**src/hw/srw_pkg.sv**
```systemverilog
// constants and types for the reset supervisor with watchdog
package srw_pkg;
    localparam int unsigned CLK_HZ = 100_000_000;
    localparam int unsigned STRETCH_MS = 250;
    localparam int unsigned DEBOUNCE_MS = 20;
    localparam int unsigned WD_SHORT_MS = 150;
    localparam int unsigned WD_MID_MS = 600;
    localparam int unsigned WD_LONG_MS = 1200;
    localparam int unsigned CYC_PER_MS = CLK_HZ / 1000;
    localparam int unsigned STRETCH_CYC = STRETCH_MS * CYC_PER_MS;
    localparam int unsigned DEBOUNCE_CYC = DEBOUNCE_MS * CYC_PER_MS;
    localparam int unsigned WD_SHORT_CYC = WD_SHORT_MS * CYC_PER_MS;
    localparam int unsigned WD_MID_CYC = WD_MID_MS * CYC_PER_MS;
    localparam int unsigned WD_LONG_CYC = WD_LONG_MS * CYC_PER_MS;
    localparam int CNT_W = 32;
    // timeout_select strap encodings
    localparam logic [1:0] TSEL_LOW = 2'h0;
    localparam logic [1:0] TSEL_FLOAT = 2'h1;
    localparam logic [1:0] TSEL_HIGH = 2'h2;
    typedef enum logic [2:0] {
        SRW_HOLD = 3'h1,
        SRW_RUN = 3'h2,
        SRW_TRIP = 3'h4
    } srw_state_e;
endpackage

```
**src/hw/srw_debounce.sv**
```systemverilog
// pushbutton debouncer: level accepted only after stable for a count
`timescale 1ns/1ps
module srw_debounce #(
    parameter int unsigned STABLE_CYC = 2
) (
    // clock and reset
    input wire logic mclk_i,
    input wire logic sys_rst_i,
    // raw and filtered button
    input wire logic btn_n_i,
    output logic press_o
);
    logic [31:0] cnt_reg;
    logic press_reg;
    assign press_o = press_reg;

    // counter restarts whenever raw level agrees with accepted level
    always_ff @(posedge mclk_i) begin
        if (sys_rst_i) begin
            cnt_reg <= 32'h0;
        end else if ((!btn_n_i) == press_reg) begin
            cnt_reg <= 32'h0;
        end else if (cnt_reg >= STABLE_CYC - 1) begin
            cnt_reg <= 32'h0;
        end else begin
            cnt_reg <= cnt_reg + 32'h1;
        end
    end

    always_ff @(posedge mclk_i) begin
        if (sys_rst_i) begin
            press_reg <= 1'b0;
        end else if (((!btn_n_i) != press_reg) && (cnt_reg >= STABLE_CYC - 1)) begin
            press_reg <= !btn_n_i;
        end
    end
endmodule

```
**src/hw/srw_supervisor.sv**
```systemverilog
// reset supervisor: supply fail, debounced pushbutton and watchdog
// Summary of operation
// - supply fail forces both resets active
// - hold reset 250 ms after supply recovers
// - tolerance strap passed to comparator select
// - active-low reset is open drain only
// - pushbutton input is debounced internally
// - reset held 250 ms after debounced button release
// - missed kick within timeout asserts reset
// - timeout strap picks 150/600/1200 ms period
// - watchdog counts only while reset inactive
// - kick falling edge restarts full period
// - expiry gives 250 ms reset then restart
// - watchdog cannot be disabled
`timescale 1ns/1ps
module srw_supervisor #(
    parameter int unsigned STRETCH_CYC = srw_pkg::STRETCH_CYC,
    parameter int unsigned DEBOUNCE_CYC = srw_pkg::DEBOUNCE_CYC,
    parameter int unsigned WD_SHORT_CYC = srw_pkg::WD_SHORT_CYC,
    parameter int unsigned WD_MID_CYC = srw_pkg::WD_MID_CYC,
    parameter int unsigned WD_LONG_CYC = srw_pkg::WD_LONG_CYC
) (
    // clock and reset
    input wire logic mclk_i,
    input wire logic sys_rst_i,
    // supply monitor
    input wire logic supply_fail_i,
    input wire logic tolerance_select_i,
    output logic trip_low_sel_o,
    // straps and processor inputs
    input wire logic [1:0] timeout_select_i,
    input wire logic pushbutton_reset_n_i,
    input wire logic watchdog_kick_i,
    // reset outputs
    output logic reset_o,
    output logic reset_n_o,
    output logic reset_n_oe_o
);
    srw_pkg::srw_state_e state_reg;
    logic [31:0] stretch_reg;
    logic [31:0] wd_reg;
    logic [31:0] wd_period;
    logic kick_reg;
    logic rst_reg;
    logic press;
    logic kick_fall;
    logic cause;
    logic wd_expire;
    // helper counts read only by the timing assertions
    logic [31:0] hold_cnt_reg;
    logic [31:0] low_run_reg;

    // tolerance strap only steers the analog trip level
    assign trip_low_sel_o = tolerance_select_i;

    srw_debounce #(
        .STABLE_CYC(DEBOUNCE_CYC)
    ) u_debounce (
        .mclk_i(mclk_i),
        .sys_rst_i(sys_rst_i),
        .btn_n_i(pushbutton_reset_n_i),
        .press_o(press)
    );

    always_comb begin
        case (timeout_select_i)
            srw_pkg::TSEL_LOW: wd_period = WD_SHORT_CYC;
            srw_pkg::TSEL_FLOAT: wd_period = WD_MID_CYC;
            srw_pkg::TSEL_HIGH: wd_period = WD_LONG_CYC;
            default: wd_period = WD_LONG_CYC;
        endcase
    end

    always_ff @(posedge mclk_i) begin
        if (sys_rst_i) begin
            kick_reg <= 1'b1;
        end else begin
            kick_reg <= watchdog_kick_i;
        end
    end
    assign kick_fall = kick_reg && !watchdog_kick_i;

    assign wd_expire = (state_reg == srw_pkg::SRW_RUN) && (wd_reg == 32'h0);
    // any live cause retriggers the single stretch counter
    assign cause = supply_fail_i || press || wd_expire;

    always_ff @(posedge mclk_i) begin
        if (sys_rst_i) begin
            stretch_reg <= STRETCH_CYC;
        end else if (cause) begin
            stretch_reg <= STRETCH_CYC;
        end else if (stretch_reg != 32'h0) begin
            stretch_reg <= stretch_reg - 32'h1;
        end
    end

    // power-up behaves as a supply recovery: reset starts active
    always_ff @(posedge mclk_i) begin
        if (sys_rst_i) begin
            state_reg <= srw_pkg::SRW_HOLD;
        end else begin
            case (state_reg)
                srw_pkg::SRW_HOLD: begin
                    if (!cause && stretch_reg == 32'h0) begin
                        state_reg <= srw_pkg::SRW_RUN;
                    end
                end
                srw_pkg::SRW_RUN: begin
                    if (wd_expire) begin
                        state_reg <= srw_pkg::SRW_TRIP;
                    end else if (cause) begin
                        state_reg <= srw_pkg::SRW_HOLD;
                    end
                end
                srw_pkg::SRW_TRIP: state_reg <= srw_pkg::SRW_HOLD;
                default: state_reg <= srw_pkg::SRW_HOLD;
            endcase
        end
    end

    // no enable input exists: the count always runs outside reset
    always_ff @(posedge mclk_i) begin
        if (sys_rst_i) begin
            wd_reg <= 32'h0;
        // reset_o lags the state by one edge: hold the count until it has fallen
        end else if (state_reg != srw_pkg::SRW_RUN || rst_reg) begin
            wd_reg <= wd_period - 32'h1;
        end else if (kick_fall) begin
            wd_reg <= wd_period - 32'h1;
        end else if (wd_reg != 32'h0) begin
            wd_reg <= wd_reg - 32'h1;
        end
    end

    always_ff @(posedge mclk_i) begin
        if (sys_rst_i) begin
            rst_reg <= 1'b1;
        end else begin
            rst_reg <= (state_reg != srw_pkg::SRW_RUN) || cause;
        end
    end

    assign reset_o = rst_reg;
    assign reset_n_o = 1'b0;
    assign reset_n_oe_o = rst_reg;

    // cycles reset has stood since the last live cause
    always_ff @(posedge mclk_i) begin
        if (sys_rst_i || cause) begin
            hold_cnt_reg <= 32'h0;
        end else if (rst_reg && hold_cnt_reg != 32'hFFFF_FFFF) begin
            hold_cnt_reg <= hold_cnt_reg + 32'h1;
        end
    end

    // consecutive low samples of the raw button
    always_ff @(posedge mclk_i) begin
        if (sys_rst_i || pushbutton_reset_n_i) begin
            low_run_reg <= 32'h0;
        end else if (low_run_reg != 32'hFFFF_FFFF) begin
            low_run_reg <= low_run_reg + 32'h1;
        end
    end
endmodule

```
**config.mk**
```make
export PLATFORM = sky130hd
export DESIGN_NAME = srw_supervisor
export DESIGN_NICKNAME = d
export VERILOG_FILES = /design/src/hw/srw_pkg.sv /design/src/hw/srw_debounce.sv /design/src/hw/srw_supervisor.sv
export SDC_FILE = /design/constraint.sdc
export NUM_CORES = 1
export LEC_CHECK = 0
export ABC_AREA = 1
export BUFFER_PORTS_ARGS = -buffer_cell sky130_fd_sc_hd__buf_2
export CAP_MARGIN = 20
export CELL_PAD_IN_SITES_DETAIL_PLACEMENT = 1
export CELL_PAD_IN_SITES_GLOBAL_PLACEMENT = 2
export CORE_MARGIN = 2
export CORE_UTILIZATION = 36
export CTS_CLUSTER_DIAMETER = 150
export CTS_CLUSTER_SIZE = 12
export DETAILED_ROUTE_END_ITERATION = 12
export GPL_ROUTABILITY_DRIVEN = 0
export PLACE_DENSITY_LB_ADDON = 0.1
export SLEW_MARGIN = 20
export SYNTH_ARGS = -nofsm -noshare
export SYNTH_HDL_FRONTEND = slang
export SYNTH_SLANG_ARGS = --single-unit
```
**constraint.sdc**
```tcl
create_clock -name mclk_i -period 1.7 [get_ports mclk_i]
set_input_delay 0.085 -clock mclk_i [delete_from_list [all_inputs] [get_ports mclk_i]]
set_output_delay 0.085 -clock mclk_i [all_outputs]
set_load 0.02 [all_outputs]
```
==> reports/results.tsv, run 1 <==
stage	metric	value	unit
logic_synthesis	synth_cell_type_count	37	
clock_network	cts_max_path_buffers	2	
clock_network	h-tree-depth	3	
pwr	switching_share	26.41	%
layout	diodes	0	
routing	routed_wirelength	15760	um
clock_network	clk_pin_slew	70	ps
clock_network	numCtsBuffers	9	
pwr	comb_power_share	9.8	%
setup_path	crit_type	flip-flop to flip-flop	
global_route	grt_max_degree	27	
floorplan	core-area	15030	sq um
routing	via_count	5142	
routing	drt_iter0_markers	205	
sta	maxSlewViolCount	0	
place	placed_area	5899	sq um
layout	final_common_cell	nand2_1	
floorplan	num_rows	45	
floorplan	die_w	127.1	um
setup_path	worstPathArrival	1840	ps
floorplan	die_height	127.1	um
pwr	seqPwrFrac	48.7	%
global_route	antenna_found_initial	0	
job	drv_cap	0	
pwr	p_sw	1.363	mW
routing	wl_per_cell	14.94	um
routing	firstDrtPassIters	4	
floorplan	die_area	16160	sq um
logic_synthesis	yosys_register_bits	102	
worst_hold_path	hold_path.class	primary input to flip-flop	
layout	fin_area	6484	sq um
floorplan	io_pins	12	
setup_path	cp_max_fo	5	
setup_path	worstPathCellList	inv_2 -> ha_4 -> nand2_4 -> nor2_8 -> nand3_4 -> nor2_4 -> nand2_4 -> nand2_4 -> inv_2 -> nand2_1 -> nor2_1	
floorplan	start_util	36.31	%
clock_network	worstSkewPairLatency	350	ps
pwr	ir_worst_vdd	0.4501	mV
sta	fin_setup_tns	0	ps
sta	clock.fmax	0.6265	GHz
pwr	p_int	3.798	mW
pwr	clkPwrFrac	41.5	%
sta	hold_viol_final	0	
logic_synthesis	synth_cells	806	
logic_synthesis	avgSynthCellArea	6.773	sq um
layout	fillCellCount	1946	
place	port-buffer-count	8	
outcome	status	completed	
routing	via_per_inst	4.874	
global_route	grt_first_pass_wirelength	26300	um
clock_network	cts_num_sinks	102	
pwr	leakagePower	2.702	nW
layout	postLayoutCoreUtil	43.13	%
layout	drive_above_1_share	17.76	%
setup_path	cpMostUsedCell	nand2_4	
layout	area_delta_synth_final	18.77	%
clock_network	cts_tree	yes	
logic_synthesis	syn_area	5459	sq um
logic_synthesis	ys_seq_area_share	37.41	%
global_route	first_global_vias	5420	
global_route	grt_usage	20.52	%
routing	final_antenna_net_count	0	
place	dp_hpwl	12600	um
setup_path	critPathMaxStageDelay	330	ps
sta	fin_crit_sh	93.89	%
sta	skew	4.391	ps
pwr	fin_total_pwr	5.161	mW
setup_path	setup.worst_path.end_class	flip-flop	
setup_path	start_kind	flip-flop	
routing	drc	0	
layout	nets	875	
setup_path	slowest_stage	dfxtp_1	
clock_network	cts_root_buffer	clkbuf_16	
sta	fin_crit	1596	ps
logic_synthesis	yosysWarnings	0	
pwr	power.density	796.0	nW/um^2
sta	grt_setup_unrepaired	true	
layout	final_cell_mix	nand2_1, nor2_1, dfxtp_1	
sta	setup_violations	0	
global_route	grt_overflow	0	
setup_path	crit_required	1950	ps
==> worst paths after layout <==
kind	startpoint	to	slack, ps	cells past startpoint
setup / recovery	wd_reg[1]$_SDFFE_PP0P_	wd_reg[17]$_SDFFE_PP0P_	100	11
hold / removal	timeout_select_i[1]	wd_reg[20]$_SDFFE_PP0P_	60	4
setup reg to reg	wd_reg[1]$_SDFFE_PP0P_	wd_reg[17]$_SDFFE_PP0P_	100	11
hold reg to reg	u_debounce.cnt_reg[0]$_SDFF_PP0_	u_debounce.cnt_reg[0]$_SDFF_PP0_	440	1
==> kinds of logic after synthesis <==
| kind of cell | count (synthesis) | share of synthesized area [%] |
|---|---|---|
| adder cells (fa/ha/maj) | 4 | 0.9168 |
| flip-flops | 102 | 37.41 |
| AO/OA/AOI/OAI | 49 | 4.951 |
| XOR/XNOR | 43 | 6.899 |
| buffers and inverters | 92 | 7.449 |
| AND/OR/NAND/NOR | 515 | 42.31 |
| other | 1 | 0.06869 |
==> power by group through the flow <==
| stage | registers (mW) | clock network (mW) | logic [mW] |
|---|---|---|---|
| after CTS | 2.51 | 2.21 | 0.481 |
| after detailed placement | 2.56 | 0 | 0.472 |
| after floorplan | 2.55 | 0 | 0.320 |
| after global routing | 2.52 | 2.30 | 0.568 |
| after global placement | 2.56 | 0 | 0.464 |
| final | 2.51 | 2.14 | 0.508 |
==> timing repair <==
action | in CTS | in global routing
gates resized for setup | 7 | 49
hold endpoints to repair | 2 | 0
hold buffers | 2 | 0
setup endpoints to repair | 9 | 65
buffers inserted | 3 | 8
pin swaps | 3 | 17
cloned | 0 | 1
==> metal layers <==
layer  share of wire [%]  global-route usage, %  vias to the layer above
li1                    -                      -                     2643
met1                  44                  24.26                     2452
met2                  52                  37.82                       27
met3                 1.3                  2.554                       20
met4                 2.3                  7.886                        0
met5                   0                      0                        -
==> synthesized netlist by cell type (all sizes together) <==
cell type  number  area [sq um]
xor2           13         113.9
ha              4         50.05
nor3           21         105.1
and3            1         6.260
a31oi           4         25.02
or2             5         31.28
inv            75         284.0
a21oi          24         127.6
nand2         208         818.3
nor4            2         12.51
nand4          24         162.7
dfxtp         102          2042
nand3          48         270.3
conb            1         3.750
buf            14         111.4
nand3b          1         7.510
o31ai           2         15.01
o21bai          3         22.52
xnor2          30         262.8
o21ai          16         80.08
clkbuf          2         7.510
clkinv          1         3.750
nor2          205         895.9
==> through the flow <==
step	cells	setup slack, ps	hold WS, ps
3_3_place_gp	1026	-110.2	170.1
6_report	1055	103.9	57.06
4_1_cts	1046	2.048	57.36
2_1_floorplan	817	182.5	194.2
3_5_place_dp	1026	-132.5	170.1
5_1_grt	1055	-36.06	79.28
==> worst max-delay path, delay by kind of cell (launching register included) <==
family,cells,cell delay [ps]
and+or+nand+nor,8,870
DFF,1,330
adders and majority gates,1,150
buffers and inverters,2,120
==> final cells by class <==
type / count / area [sq um] / share of cell area (%)
clock inverters: 5 / 66.31 / 1.023
inverters: 76 / 295.3 / 4.554
clock buffers: 10 / 229.0 / 3.531
multi-input cells: 624 / 3221 / 49.67
flip-flops and latches: 102 / 2052 / 31.65
repair buffers: 50 / 385.4 / 5.944
well taps: 188 / 235.2 / 3.628
(Power assumes the default switching activity.)
==> run 2: changes to the inputs <==
--- a/config.mk
+++ b/config.mk
@@ -12,7 +12,7 @@
 export CELL_PAD_IN_SITES_GLOBAL_PLACEMENT = 2
 export CORE_MARGIN = 2
 export CORE_UTILIZATION = 36
-export CTS_CLUSTER_DIAMETER = 150
+export CTS_CLUSTER_DIAMETER = 80
 export CTS_CLUSTER_SIZE = 12
 export DETAILED_ROUTE_END_ITERATION = 12
 export GPL_ROUTABILITY_DRIVEN = 0
==> constraint.sdc (replaced) <==
create_clock -name mclk_i -period 1.7 [get_ports mclk_i]
set_input_delay 0.255 -clock mclk_i [delete_from_list [all_inputs] [get_ports mclk_i]]
set_output_delay 0.255 -clock mclk_i [all_outputs]
set_load 0.02 [all_outputs]
==> reports/results.tsv, run 2 (same netlist as run 1, synthesis figures left out) <==
stage	metric	value	unit
floorplan	io_pins	12	
setup_path	worstPathCellList	inv_1 -> ha_4 -> nand2_4 -> nor2_8 -> nand3_4 -> nor2_4 -> nand2_8 -> nand2_4 -> inv_2 -> nand2_1 -> nor2_1	
setup_path	start_kind	flip-flop	
layout	diodes	0	
clock_network	cts-hold-fix-buffers	0	
clock_network	h-tree-depth	3	
setup_path	crit_path_start	wd_reg[1]$_SDFFE_PP0P_	
pwr	switching_share	27.83	%
layout	area_delta_synth_final	18.68	%
sta	skew	15.74	ps
clock_network	cts_tree	yes	
floorplan	start_util	36.31	%
setup_path	reg2reg_depth	11	
routing	wl_per_cell	15.29	um
pwr	clkPwrFrac	40.3	%
sta	grt_setup_unrepaired	true	
routing	final_antenna_net_count	0	
routing	drc	0	
setup_path	rrSetupSlack	50	ps
clock_network	numCtsBuffers	9	
setup_path	critPathMaxStageDelay	340	ps
layout	final_common_cell	nand2_1	
pwr	p_int	3.660	mW
sta	fin_crit_sh	96.81	%
layout	nets	876	
clock_network	cts_max_path_buffers	2	
layout	final_cells	1056	
routing	firstDrtPassIters	4	
outcome	status	completed	
routing	routed_wirelength	16150	um
layout	multi_input_area	3229	sq um
pwr	power.density	782.8	nW/um^2
pwr	comb_power_share	10.1	%
setup_path	slowest_stage	dfxtp_2	
sta	fin_crit	1646	ps
global_route	grt_max_degree	27	
routing	via_count	5242	
worst_hold_path	hold_path.class	primary input to flip-flop	
floorplan	die_area	16160	sq um
pwr	leakagePower	2.701	nW
layout	regArea	2051	sq um
global_route	antenna_found_initial	0	
floorplan	core-area	15030	sq um
routing	via_per_inst	4.964	
floorplan	die_height	127.1	um
pwr	seqPwrFrac	49.6	%
clock_network	worstSkewPairLatency	360	ps
setup_path	worstPathArrival	1900	ps
setup_path	cp_max_fo	5	
setup_path	crit_end	wd_reg[17]$_SDFFE_PP0P_	
job	drv_cap	0	
sta	maxSlewViolCount	0	
global_route	grt_usage	20.62	%
pwr	p_sw	1.411	mW
setup_path	setup.worst_path.end_class	flip-flop	
place	dp_hpwl	12640	um
sta	setup_violations	0	
floorplan	die_w	127.1	um
global_route	grt_first_pass_wirelength	26410	um
place	dp.cells	1028	
global_route	first_global_vias	5364	
layout	final_cell_mix	nand2_1, nor2_1, dfxtp_1	
clock_network	clk_pin_slew	80	ps
global_route	grt_overflow	0	
setup_path	crit_required	1950	ps
sta	clock.fmax	0.6076	GHz
pwr	ir_worst_vdd	0.4564	mV
routing	drt_iter0_markers	154	
setup_path	crit_type	flip-flop to flip-flop	
layout	fillCellCount	1933	
place	port-buffer-count	8	
sta	hold_viol_final	0	
layout	postLayoutCoreUtil	43.10	%
clock_network	cts_num_sinks	102	
setup_path	regToRegEndpoint	wd_reg[17]$_SDFFE_PP0P_	
layout	drive_above_1_share	18.43	%
sta	fin_setup_tns	0	ps
clock_network	cts_root_buffer	clkbuf_16	
setup_path	cpMostUsedCell	nand2_4	
setup_path	r2r_start	wd_reg[1]$_SDFFE_PP0P_	
floorplan	num_rows	45	
run 2: how the worst min path moves through the flow:
stage | from | endpoint | slack [ps] | depth (start not counted)
after floorplan | watchdog_kick_i | kick_reg$_SDFF_PP1_ | 360 | 2
after global placement | u_debounce.cnt_reg[0]$_SDFF_PP0_ | u_debounce.cnt_reg[0]$_SDFF_PP0_ | 430 | 1
after detailed placement | u_debounce.cnt_reg[0]$_SDFF_PP0_ | u_debounce.cnt_reg[0]$_SDFF_PP0_ | 450 | 1
after CTS | watchdog_kick_i | kick_reg$_SDFF_PP1_ | 100 | 3
after global routing | watchdog_kick_i | kick_reg$_SDFF_PP1_ | 110 | 3
final | watchdog_kick_i | kick_reg$_SDFF_PP1_ | 100 | 3
run 2: metal layers:
| layer | global-route usage, % | up-vias | share of wire [%] |
|---|---|---|---|
| met5 | 0 | - | 0 |
| met1 | 23.81 | 2512 | 43 |
| met2 | 38.68 | 53 | 52 |
| met4 | 6.464 | 0 | 2.6 |
| met3 | 3.518 | 23 | 2.4 |
| li1 | - | 2654 | - |
run 2: worst max-delay path: cells and delay by family, from the launching register on:
family / cells / cell delay (ps)
buffers and inverters: 2 / 130
and+or+nand+nor: 8 / 920
adders and majority gates: 1 / 150
DFF: 1 / 340
run 2: final cells by class:
class | instances | area share [%]
clock buffer | 9 | 3.476
clock inverter | 6 | 0.8497
inverter | 76 | 4.558
multi-input combinational | 624 | 49.85
sequential | 102 | 31.65
tap | 188 | 3.631
timing repair buffer | 51 | 5.987
run 2: metrics by stage:
step	setup WS, ps	cell area [sq um]	total power, mW	hold slack (ps)
6_report	54.16	6479	5.072	103.2
5_1_grt	-51.07	6479	5.290	105.0
4_1_cts	5.665	6250	5.090	97.34
3_5_place_dp	-51.59	5914	3.037	452.6
3_3_place_gp	-57.66	5914	3.028	428.5
2_1_floorplan	182.5	5500	2.867	364.2
run 2: timing repair:
action                                 in CTS  in global routing
resized for setup                           8                 50
pin swaps                                   4                 11
buffers inserted                            4                  8
setup endpoints to repair                   6                 67
gates cloned                                0                  1
endpoints found under the hold margin       0                  0
run 2: power by group through the flow:
stage	clock network, mW	registers (mW)	logic, mW
finish	2.04	2.51	0.513
global route	2.20	2.52	0.569
CTS	2.10	2.51	0.480
detailed placement	0	2.56	0.473
global placement	0	2.56	0.466
floorplan	0	2.55	0.320
==> run 3: changes to the inputs <==
--- a/config.mk
+++ b/config.mk
@@ -17,6 +17,7 @@
 export DETAILED_ROUTE_END_ITERATION = 12
 export GPL_ROUTABILITY_DRIVEN = 0
 export PLACE_DENSITY_LB_ADDON = 0.1
+export SETUP_SLACK_MARGIN = 0.15
 export SLEW_MARGIN = 20
 export SYNTH_ARGS = -nofsm -noshare
 export SYNTH_HDL_FRONTEND = slang
==> reports/results.tsv, run 3 (same netlist as run 1, synthesis figures left out) <==
stage	metric	value	unit
job	drv_cap	0	
sta	grt_setup_unrepaired	true	
pwr	switching_share	28.31	%
pwr	power.density	708.8	nW/um^2
worst_hold_path	hold_depth	3	
sta	hold_viol_final	0	
pwr	seqPwrFrac	49.0	%
setup_path	crit_required	1950	ps
setup_path	cpMostUsedCell	nand2_8	
clock_network	numCtsBuffers	9	
setup_path	crit_type	flip-flop to flip-flop	
clock_network	h-tree-depth	3	
setup_path	start_kind	flip-flop	
sta	skew	11.93	ps
clock_network	cts_num_sinks	102	
layout	fillCellCount	1893	
pwr	fin_total_pwr	5.145	mW
layout	diodes	0	
sta	whs	101.6	ps
pwr	leakagePower	2.961	nW
sta	fin_crit_sh	94.06	%
setup_path	reg2reg_depth	11	
floorplan	die_height	127.1	um
clock_network	cts-hold-fix-buffers	0	
layout	final_cells	1084	
clock_network	cts_tree	yes	
sta	maxSlewViolCount	0	
floorplan	die_w	127.1	um
global_route	first_global_vias	5511	
pwr	ir_worst_vdd	0.4707	mV
clock_network	cts_root_buffer	clkbuf_16	
pwr	clkPwrFrac	39.7	%
routing	final_antenna_net_count	0	
sta	setup_violations	0	
clock_network	cts_max_path_buffers	2	
place	dp_slack	-51.59	ps
setup_path	cp_max_fo	5	
layout	nets	904	
clock_network	worstSkewPairLatency	360	ps
sta	finalWorstSetupSlack	101.0	ps
global_route	grt_max_degree	27	
routing	drt_iter0_markers	178	
setup_path	worstPathArrival	1850	ps
routing	via_count	5435	
global_route	grt_usage	21.30	%
layout	final_common_cell	nand2_1	
setup_path	cp.depth	11	
pwr	p_sw	1.456	mW
layout	area_delta_synth_final	32.98	%
worst_hold_path	hold_path.class	primary input to flip-flop	
floorplan	io_pins	12	
setup_path	setup.worst_path.end_class	flip-flop	
global_route	grt_overflow	0	
setup_path	critPathMaxStageDelay	330	ps
place	dp_hpwl	12640	um
outcome	status	completed	
global_route	grt_first_pass_wirelength	27290	um
layout	final_cell_mix	nand2_1, nor2_1, dfxtp_1	
routing	firstDrtPassIters	4	
layout	drive_above_1_share	33.04	%
floorplan	start_util	36.31	%
setup_path	slowest_stage	dfxtp_2	
floorplan	core-area	15030	sq um
setup_path	worstPathCellList	inv_2 -> ha_4 -> nand2_4 -> nor2_8 -> nand3_4 -> nor2_4 -> nand2_8 -> nand2_8 -> inv_6 -> nand2_2 -> nor2_1	
place	port-buffer-count	8	
global_route	antenna_found_initial	0	
floorplan	num_rows	45	
routing	wl_per_cell	16.24	um
pwr	comb_power_share	11.3	%
place	dp.cells	1028	
sta	clock.fmax	0.6254	GHz
routing	drc	0	
pwr	p_int	3.689	mW
setup_path	path_buf_inv	2	
setup_path	cp_top_family	simple AND/OR/NAND/NOR gates	
routing	via_per_inst	5.014	
routing	routed_wirelength	17600	um
clock_network	clk_pin_slew	80	ps
floorplan	die_area	16160	sq um
sta	fin_crit	1599	ps
## run 3: cell types whose count changed in the layout (fill, tap and decap cells not counted), sizes merged
cell	delta
buf	+24
clkbuf	+3
nand3	+1
## run 3: final cells by class
cell class              instances  area (sq um)  share of cell area [%]
inverters                      76         312.8                   4.309
repair buffers                 78         665.6                   9.169
flip-flops and latches        102          2086                   28.73
well taps                     188         235.2                   3.240
multi-input cells             625          3680                   50.69
clock inverters                 6         55.05                  0.7584
clock buffers                   9         225.2                   3.102
## run 3: layer usage
metal / global-route usage [%] / wire [um]
met5: 0 / 0
met4: 8.403 / 640
met3: 3.559 / 240
met2: 39.60 / 9258
met1: 24.25 / 7464
## run 3: metrics by stage
step	TNS, ps	util [%]	cell area (sq um)
5_1_grt	0	48.29	7259
4_1_cts	0	43.59	6553
6_report	0	48.29	7259
2_1_floorplan	0	-	5500
3_3_place_gp	-62.28	39.34	5914
3_5_place_dp	-77.58	39.34	5914
## run 3: worst paths after layout
kind	slack [ps]	end	start
max	100	wd_reg[17]$_SDFFE_PP0P_	wd_reg[0]$_SDFFE_PP0P_
min	100	kick_reg$_SDFF_PP1_	watchdog_kick_i
max reg2reg	100	wd_reg[17]$_SDFFE_PP0P_	wd_reg[0]$_SDFFE_PP0P_
min reg2reg	490	u_debounce.cnt_reg[20]$_SDFF_PP0_	u_debounce.cnt_reg[20]$_SDFF_PP0_
## run 3: repair_timing
item                       4_1_cts  5_1_grt
resized for setup               71      147
setup endpoints to repair       88       86
cloned                           2        4
buffers inserted                15       20
pin swaps                       25       40
## run 3: worst register-to-register path, stage by stage (launching register included)
cell and delay (ps):
dfxtp_2 330, inv_2 80, ha_4 150, nand2_4 70, nor2_8 180, nand3_4 100
nor2_4 230, nand2_8 130, nand2_8 120, inv_6 40, nand2_2 50, nor2_1 30
## run 3: power groups by stage
| stage | Clock [mW] | Sequential (mW) | Combinational (mW) |
|---|---|---|---|
| 3_5_place_dp | 0 | 2.56 | 0.473 |
| 2_1_floorplan | 0 | 2.55 | 0.320 |
| 4_1_cts | 2.10 | 2.52 | 0.519 |
| 6_report | 2.04 | 2.52 | 0.579 |
| 3_3_place_gp | 0 | 2.56 | 0.466 |
| 5_1_grt | 2.19 | 2.53 | 0.637 |
